==> config.mk <==
export PLATFORM = sky130hd
export DESIGN_NAME = spwm_core
export DESIGN_NICKNAME = d
export VERILOG_FILES = /design/src/spwm_pkg.sv /design/src/spwm_core.sv
export SDC_FILE = /design/constraint.sdc
export NUM_CORES = 1
export LEC_CHECK = 0
export BUFFER_PORTS_ARGS = -buffer_cell sky130_fd_sc_hd__clkbuf_2
export CAP_MARGIN = 5
export CORE_ASPECT_RATIO = 1.2
export CORE_MARGIN = 2
export CORE_UTILIZATION = 35
export DETAILED_ROUTE_END_ITERATION = 12
export GPL_ROUTABILITY_DRIVEN = 0
export PLACE_DENSITY_LB_ADDON = 0.1
export SLEW_MARGIN = 40
export SYNTH_ARGS = -nofsm -noshare
export SYNTH_HDL_FRONTEND = slang
export SYNTH_SLANG_ARGS = --single-unit
export TNS_END_PERCENT = 20
==> constraint.sdc <==
create_clock -name clk_sys -period 3 [get_ports clk_sys]
set_clock_uncertainty 0.2 [all_clocks]
set_input_delay 0.45 -clock clk_sys [delete_from_list [all_inputs] [get_ports clk_sys]]
set_output_delay 0.45 -clock clk_sys [all_outputs]
set_load 0.03 [all_outputs]
==> src/spwm_pkg.sv <==
// Shared constants and types for the scrambled PWM sink driver core.
// Assumes a single system clock; all host pins arrive asynchronously.
package spwm_pkg;
    localparam int unsigned NUM_CH    = 16;   // Sink outputs
    localparam int unsigned DUTY_W    = 16;   // Per-channel duty code width
    localparam int unsigned SCALE_W   = 7;    // Global current scale width
    localparam int unsigned SEG_W     = 7;    // Segment index width, 128 segments
    localparam int unsigned POS_W     = 9;    // Position in segment, 512 periods
    localparam int unsigned SREG_W    = NUM_CH * DUTY_W;
    localparam int unsigned PIN_W     = 6;    // Number of synchronised pins

    localparam logic [SCALE_W-1:0] SCALE_FULL  = 7'h7F;     // Full-scale current code
    localparam logic [DUTY_W-1:0]  CYCLE_LAST  = 16'hFFFF;  // Last count of a display cycle
    localparam logic [DUTY_W-1:0]  CYCLE_FIRST = 16'h0000;  // Count at the first edge

    // Reset values of the pin synchronisers: blanking reads as asserted
    localparam logic [PIN_W-1:0]   PIN_RESET   = 6'h20;

    // Bit positions inside the synchronised pin vector
    localparam int unsigned PB_SDATA = 0;
    localparam int unsigned PB_SCLK  = 1;
    localparam int unsigned PB_LATCH = 2;
    localparam int unsigned PB_BCSEL = 3;
    localparam int unsigned PB_GCLK  = 4;
    localparam int unsigned PB_BLANK = 5;

    // Host-facing serial port pins
    typedef struct packed {
        logic bc_sel;   // High: latch pulse loads the current scale
        logic latch;    // Rising edge transfers the shift register
        logic sclk;     // Rising edge shifts in one bit
        logic sdata;    // Serial data, MSB first
    } spwm_serial_s;

    // Display-cycle counter state
    typedef struct packed {
        logic              running;
        logic [DUTY_W-1:0] cnt;
    } spwm_count_s;
endpackage
==> src/spwm_core.sv <==
// Scrambled PWM sixteen-channel sink driver core with global current scale.
// Assumes host pins are asynchronous to clk_sys and the analog sink stage
// multiplies the full-scale current by global_current_scale / 127.
//
// How it works
// - One current scale code drives all sixteen sinks together.
// - Current scale has 128 steps, zero to full-scale current.
// - Sink current is full scale times code over 127; 7Fh is full.
// - Scale and duty codes arrive only through the serial port.
// - Scale shift register and both scale latches have no reset value.
// - One display cycle is split into 128 equal segments.
// - Cycle runs from first clock edge after unblank to edge 65536.
// - Each segment spans at most 512 gray step clock periods.
// - Each output's on time comes from its own 16-bit duty code.
// - Code 1 gives one period in first segment; code 0 never.
// - Extra counts go to segments in 7-bit bit-reversed order.
// - Code 128 gives one period in each of the 128 segments.
module spwm_core
    import spwm_pkg::*;
(
    // Clock and reset
    input  wire logic                clk_sys,
    input  wire logic                rstn,
    // Host pins
    input  wire spwm_serial_s        serial_in,
    input  wire logic                gray_step_clock,
    input  wire logic                blank,
    // Analog stage
    output logic [NUM_CH-1:0]        sink_output_n,
    output logic [SCALE_W-1:0]       global_current_scale
);

    // Seven-bit bit reversal of a segment index
    function automatic logic [SEG_W-1:0] seg_rank(input logic [SEG_W-1:0] seg);
        logic [SEG_W-1:0] r;
        r = '0;
        for (int i = 0; i < SEG_W; i++) begin
            r[i] = seg[SEG_W-1-i];
        end
        return r;
    endfunction

    // On/off decision for one duty code at one cycle count
    function automatic logic duty_on(input logic [DUTY_W-1:0] code, input logic [DUTY_W-1:0] cnt);
        logic [POS_W-1:0] base;
        logic [SEG_W-1:0] extra;
        logic [POS_W-1:0] pos;
        logic [SEG_W-1:0] seg;
        base  = code[DUTY_W-1:SEG_W];
        extra = code[SEG_W-1:0];
        pos   = cnt[POS_W-1:0];
        seg   = cnt[DUTY_W-1:POS_W];
        return (pos < base) || ((pos == base) && (seg_rank(seg) < extra));
    endfunction

    // Reset release through two flip-flops
    logic rst_meta;
    logic rst_sync;
    always_ff @(posedge clk_sys or negedge rstn) begin
        if (!rstn) begin
            rst_meta <= 1'b0;
            rst_sync <= 1'b0;
        end else begin
            rst_meta <= 1'b1;
            rst_sync <= rst_meta;
        end
    end

    // Pin synchronisers and edge history
    logic [PIN_W-1:0] pin_raw;
    logic [PIN_W-1:0] pin_meta;
    logic [PIN_W-1:0] pin_sync;
    logic [PIN_W-1:0] pin_prev;
    assign pin_raw = {blank, gray_step_clock, serial_in.bc_sel, serial_in.latch,
                      serial_in.sclk, serial_in.sdata};
    always_ff @(posedge clk_sys or negedge rst_sync) begin
        if (!rst_sync) begin
            pin_meta <= PIN_RESET;
            pin_sync <= PIN_RESET;
            pin_prev <= PIN_RESET;
        end else begin
            pin_meta <= pin_raw;
            pin_sync <= pin_meta;
            pin_prev <= pin_sync;
        end
    end

    // Edge strobes and blanking level from the synchronised pins
    logic sclk_rise;
    logic latch_rise;
    logic gclk_rise;
    logic blank_s;
    assign sclk_rise  = pin_sync[PB_SCLK] & ~pin_prev[PB_SCLK];
    assign latch_rise = pin_sync[PB_LATCH] & ~pin_prev[PB_LATCH];
    assign gclk_rise  = pin_sync[PB_GCLK] & ~pin_prev[PB_GCLK];
    assign blank_s    = pin_sync[PB_BLANK];

    // Serial data store: shift register, duty latch, two scale latches
    logic [SREG_W-1:0]  sreg;
    logic [SREG_W-1:0]  next_sreg;
    logic [DUTY_W-1:0]  duty [NUM_CH];
    logic [DUTY_W-1:0]  next_duty [NUM_CH];
    logic [SCALE_W-1:0] scale_l1;
    logic [SCALE_W-1:0] next_scale_l1;
    logic [SCALE_W-1:0] scale_l2;
    logic [SCALE_W-1:0] next_scale_l2;

    // Next values of the serial data store
    always_comb begin
        next_sreg     = sreg;
        next_duty     = duty;
        next_scale_l1 = scale_l1;
        next_scale_l2 = scale_l2;
        if (sclk_rise) begin
            next_sreg = {sreg[SREG_W-2:0], pin_sync[PB_SDATA]};
        end
        if (latch_rise && pin_sync[PB_BCSEL]) begin
            next_scale_l1 = sreg[SCALE_W-1:0];
        end else if (latch_rise) begin
            for (int n = 0; n < NUM_CH; n++) begin
                next_duty[n] = sreg[n*DUTY_W +: DUTY_W];
            end
        end
        // Second latch takes the first while outputs are blanked
        if (blank_s) begin
            next_scale_l2 = scale_l1;
        end
    end

    always_ff @(posedge clk_sys) begin
        sreg     <= next_sreg;
        duty     <= next_duty;
        scale_l1 <= next_scale_l1;
        scale_l2 <= next_scale_l2;
    end

    // code over 127 in analog stage
    assign global_current_scale = scale_l2;

    // Marks that a scale code has been latched since reset, so checks skip unloaded latches
    logic scale_seen;
    logic next_scale_seen;
    assign next_scale_seen = scale_seen | (latch_rise & pin_sync[PB_BCSEL]);
    always_ff @(posedge clk_sys or negedge rst_sync) begin
        if (!rst_sync) begin
            scale_seen <= 1'b0;
        end else begin
            scale_seen <= next_scale_seen;
        end
    end

    // Display-cycle counter
    spwm_count_s cyc;
    spwm_count_s next_cyc;
    always_comb begin
        next_cyc = cyc;
        if (blank_s) begin
            next_cyc.running = 1'b0;
            next_cyc.cnt     = CYCLE_FIRST;
        end else if (gclk_rise) begin
            if (!cyc.running || cyc.cnt == CYCLE_LAST) begin
                next_cyc.running = 1'b1;
                next_cyc.cnt     = CYCLE_FIRST;
            end else begin
                next_cyc.cnt = cyc.cnt + 16'h0001;
            end
        end
    end

    always_ff @(posedge clk_sys or negedge rst_sync) begin
        if (!rst_sync) begin
            cyc <= '0;
        end else begin
            cyc <= next_cyc;
        end
    end

    // Sink decisions, refreshed at every gray step edge
    logic [NUM_CH-1:0] next_sink;
    always_comb begin
        next_sink = sink_output_n;
        if (blank_s) begin
            next_sink = '0;
        end else if (gclk_rise) begin
            for (int n = 0; n < NUM_CH; n++) begin
                next_sink[n] = duty_on(duty[n], next_cyc.cnt);
            end
        end
    end

    always_ff @(posedge clk_sys or negedge rst_sync) begin
        if (!rst_sync) begin
            sink_output_n <= '0;
        end else begin
            sink_output_n <= next_sink;
        end
    end

    // Checks
    logic edge_run;
    assign edge_run = gclk_rise && !blank_s;
endmodule

======== Word level (Yosys, flattened, before mapping) ========
Index checks and enable logic that the tools add are counted.
storage, ports and cells
  bits in registers ....................... 578
  input port bits ......................... 8
  output and inout bits ................... 23
  word-level logic and storage cells ...... 129
operators by class
  add/sub/neg operators ................... 1
  $lt $le $gt $ge ......................... 32
  equality and inequality tests ........... 17
  multiplexer cells ....................... 6
  bitwise logic cells ..................... 7
  reductions and logical operators ........ 39
operators with widths
  kind                     number
  $eq A9 B9 Y1             16
  $lt A9 B9 Y1             16
  $lt A7 B7 Y1             16
  $mux W16                 3
  $mux W17                 2
  $logic_and A1 B1 Y1      17
  $logic_or A1 B1 Y1       17
  $add A16 B1 Y16 const B  1
  $eq A16 B16 Y1 const B   1
  $not A1 Y1               4
  $reduce_and A2 Y1        2
  $reduce_bool A2 Y1       2
  $and A1 B1 Y1            3
  $logic_not A1 Y1         1
  $mux W1                  1

======== Longest topological paths before layout ========
  word-level depth ........................ 10
  depth in mapped cells ................... 14
  depth with buffers taken out ............ 13

======== Worst setup path after synthesis ========
Ideal clock, no wire load.
  kind .................................... reg-to-reg
  start point ............................. register pin_sync[3]
  end point ............................... register duty[0] (netlist name), enable pin
  setup time .............................. 1.237 ns
  arrival ................................. 18.760 ns
  required time ........................... 1.563 ns
  path slack .............................. -17.198 ns
  cell stages (with the launch flop) ...... 2
  path buffers ............................ 0
  clock period less this slack ............ 20.198 ns
  cells stage by stage .................... dfrtp_1 -> nor3b_1
between the ends
  longest elaborated chain between the ends .. 3
ends and longest elaborated chain
  element                      line              RTL
  start, declared              spwm_core.sv:72   logic [PIN_W-1:0] pin_sync;
  start signal, assigned       spwm_core.sv:83   pin_sync <= pin_meta;
  $logic_and A1 B1 Y1          spwm_core.sv:117  if (latch_rise && pin_sync[PB_BCSEL]) begin
  $not A1 Y1 (no line)         n/a
  $reduce_and A2 Y1 (no line)  n/a
  end signal, assigned         spwm_core.sv:132  duty <= next_duty;
  end, declared                spwm_core.sv:101  logic [DUTY_W-1:0] duty [NUM_CH];
No other way between the ends.
A chain may end at the register's enable or synchronous reset.

==> flow_summary.rst <==
.. list-table::
   :header-rows: 1

   * - Metric
     - Value
   * - Result of the run
     - finished, violations left
   * - Violated checks
     - setup timing
   * - Internal Pwr Total
     - 13.73 mW
   * - Post-detailed-route DRC marker count
     - 0
   * - Antenna diode count
     - 0
   * - Gate power share
     - 3.3%
   * - Reported net switching power
     - 3.649 mW
   * - Final net count
     - 2022
   * - Clock sinks
     - 576
   * - Vias/cell
     - 4.788
   * - # fillers
     - 6067
   * - DP Area
     - 26860 µm²
   * - First-pass DRT Iterations
     - 5
   * - Synth Area in XOR/XNOR
     - 1.037%
   * - Cell family with the largest share of critical-path delay
     - simple AND/OR/NAND/NOR gates
   * - Category of the worst setup path launch point
     - register
   * - Std-Cell Core Area
     - 68180 µm²
   * - Port buffer count
     - 30
   * - Sequential group share of total power
     - 52.7%
   * - Buffer cell driving the clock tree root
     - clkbuf_16
   * - Synth top cells by count
     - edfxtp_1 (526), inv_1 (240), ha_1 (225), nor2_1 (54), a21oi_1 (52)
   * - DIE AREA
     - 70750 µm²
   * - Total congestion overflow
     - 0
   * - CTS max path bufs
     - 3
   * - Die extent in y
     - 291.0 µm
   * - Slowest stage delay, CP
     - 0.44 ns
   * - Capturing element type of the critical path
     - register
   * - Cell area after technology mapping
     - 24020 µm²
   * - Count of flip-flops with a built-in enable after synthesis
     - 526
   * - Crit Path Max Fanout
     - 7
   * - Leading post-synthesis cells by cell area
     - edfxtp_1 (66%), ha_1 (12%), dfrtp_1 (5.0%), inv_1 (3.8%), a211oi_1 (1.3%)
   * - Post-Synth Adder-Cell Area
     - 11.72%
   * - Crit path setup slack, layout
     - -0.3723 ns
   * - Unrepaired setup endpoints after global routing
     - yes
   * - Post-synthesis sequential area ratio
     - 70.98%
   * - Number of setup violations in the final report
     - 16
   * - Cell with the largest stage delay on the worst path
     - or4_4
   * - Hpwl dp
     - 35.17 mm
   * - Crit path arrival time
     - 3.67 ns
   * - Via count of the first global-routing pass
     - 13715
   * - Buf/Inv on CP
     - 3
   * - Library cell with the highest instance count after synthesis
     - edfxtp_1
   * - H-tree depth
     - 2
   * - Worst-Skew Late Latency
     - 0.62 ns
   * - Post-synthesis instance total
     - 1527
   * - Die Span X
     - 243.1 µm
   * - Max Slew Vio Count
     - 0
   * - Primary flip-flop cell chosen by synthesis mapping
     - edfxtp_1
   * - Post-layout min period
     - 3.372 ns
   * - Worst setup slack for register-to-register paths
     - -0.37 ns
   * - Area occupied by multi-input gates
     - 6661 µm²
   * - Final worst path period share
     - 112.4%
   * - Flip-flop and latch count after synthesis
     - 576
   * - Static leakage
     - 12.03 nW
   * - Initial antenna violation count
     - 0
   * - Share of post-route cells with drive strength above 1
     - 22.88%
   * - Switching fraction of total power
     - 21.00%
   * - Number of max-capacitance violations reported
     - 0
   * - Simple-gate portion of the synthesized area
     - 4.808%
   * - Peak supply drop
     - 387.1 µV
   * - Maximum number of pins on one net before global-route repair
     - 75
   * - Post-route cell area
     - 29720 µm²
   * - Number of unique standard cell types used by synthesis
     - 57
   * - Num CTS Buffers
     - 60
   * - Clk slew on worst S/H paths
     - 0.06 ns
   * - Number of top-level design ports
     - 31
   * - Hold Violations, Final
     - 0
   * - Class of the most critical setup path
     - reg2reg
   * - Relative max-transition margin
     - 48.01%
   * - Largest family of logic cells by synthesized area
     - adder cells
   * - Share of Yosys cell area claimed by the top area cell type
     - 65.76%
   * - Post-synthesis area per instance
     - 15.73 µm²
   * - Final cell utilization of the core
     - 43.58%
   * - Share of synthesized flip-flops with an asynchronous set or reset
     - 8.681%
   * - Area growth from synthesis to layout
     - 23.71%
   * - Worst slack at placement
     - -0.5124 ns
   * - Transition time at the pin with the least slew margin
     - 0.7799 ns
   * - Total wire length
     - 55.15 mm
   * - Maximum operating frequency
     - 296.5 MHz
   * - Syn Nets
     - 1760
   * - Worst path required time
     - 3.30 ns
   * - Total Power
     - 17.38 mW
   * - Class of the most critical hold timing path
     - reg2async
   * - Clock tree from TritonCTS
     - done
   * - Wire length per cell after detailed routing
     - 20.06 µm
   * - DRT antenna net count
     - 0
   * - Global-route wire length before repair
     - 83.59 mm
   * - Register area
     - 17050 µm²
   * - Worst hold-check slack
     - 0.1031 ns
   * - Synthesis Warnings
     - 0
   * - Clk network pwr share
     - 44.0%
   * - Area fraction in compound gates after synthesis
     - 7.386%
   * - Multiplexer share of the synthesized area
     - 0%
   * - Aggregate global-route resource usage
     - 15.68%
   * - Total via count in the routed design
     - 13162
   * - Detailed router's first-iteration violation count
     - 803
   * - Crit path cell chain
     - ha_2, nand4_1, or4_4, and2_4, a21oi_4, buf_6, nor2_4, clkbuf_16, ha_1, and4_1, nand2_1, buf_4, a211oi_2, a2bb2oi_1, o21ai_1
   * - Power per cell area
     - 584.8 nW/µm²
   * - Synth area leader
     - edfxtp_1
   * - Rows
     - 105
   * - Effective utilization at floorplan
     - 35.23%
final cells by class:
cell class,count,share of cell area (%)
Multi-Input combinational cell,701,22.42
Timing Repair Buffer,209,6.488
Tap cell,909,3.827
Clock inverter,37,1.267
Inverter,241,3.061
Sequential cell,576,57.38
Clock buffer,76,5.562
metal layers:
metal / wire length, µm / up-vias / track usage, %
met2: 26850 / 176 / 26.45
met5: 0 / - / 0
met4: 1580 / 0 / 4.998
met3: 1654 / 83 / 2.462
li1: - / 6271 / -
met1: 25070 / 6632 / 20.74
sequential cells by signal (all words and copies together) (netlist names):
name / cells
pin_sync: 6
global_current_scale: 7
pin_prev: 3
rst_meta: 1
pin_meta: 6
sink_output_n: 16
duty: 256
cyc: 17
scale_l1: 7
rst_sync: 1
sreg: 256
placed cells by master, fill, tap and decap left out, drive strengths merged, types with 13 or more instances in the layout:
cell,count
a211oi,51
a21o,32
a21oi,53
a31oi,15
and4,13
buf,170
clkbuf,107
clkinv,25
dfrtp,48
edfxtp,526
ha,225
inv,242
nand2,29
nand4,36
nand4b,16
nor2,54
nor2b,21
o21a,15
o21ai,34
xnor2,17
logic make-up (layout without fill, tap and decap cells):
| logic type | count (synthesis) | count (layout) |
|---|---|---|
| adders and majority gates | 225 | 225 |
| AOI/OAI and AO/OA | 248 | 248 |
| buffers and inverters | 250 | 563 |
| other | 1 | 1 |
| xor gates and xnor gates | 25 | 25 |
| DFF | 576 | 576 |
| and+or+nand+nor | 202 | 202 |
power groups by stage:
stage	clock [mW]	sequential, mW	combinational, mW
CTS	7.90	9.17	0.559
global placement	0	9.33	0.524
finish	7.64	9.17	0.567
detailed placement	0	9.33	0.534
global route	8.21	9.19	0.631
floorplan	0	9.36	0.252
through the flow:
step	instances	setup TNS, ns
floorplan	1527	-1623.35
global placement	2617	-8.809
detailed placement	2617	-7.191
CTS	2744	-4.419
global route	2749	-7.125
finish	2749	-4.661
final timing paths:
kind                             start          endpoint  cells after the start
hold reg to reg               rst_sync       pin_sync[1]                      1
setup / recovery                cyc[1]  sink_output_n[3]                     15
setup reg to reg                cyc[1]  sink_output_n[3]                     15
hold / removal                rst_sync       pin_sync[1]                      1
max in group asynchronous     rst_sync  sink_output_n[5]                      1
min in group clk_sys       pin_meta[1]       pin_sync[1]                      0
what timing repair did:
item / CTS / global route
hold endpoints to repair: 8 / 0
gates resized for setup: 55 / 68
buffers inserted: 6 / 4
gates cloned: 0 / 1
setup endpoints to repair: 16 / 16
hold buffers: 8 / 0
pin swaps: 29 / 33
Power figures use the tool's default switching activity.
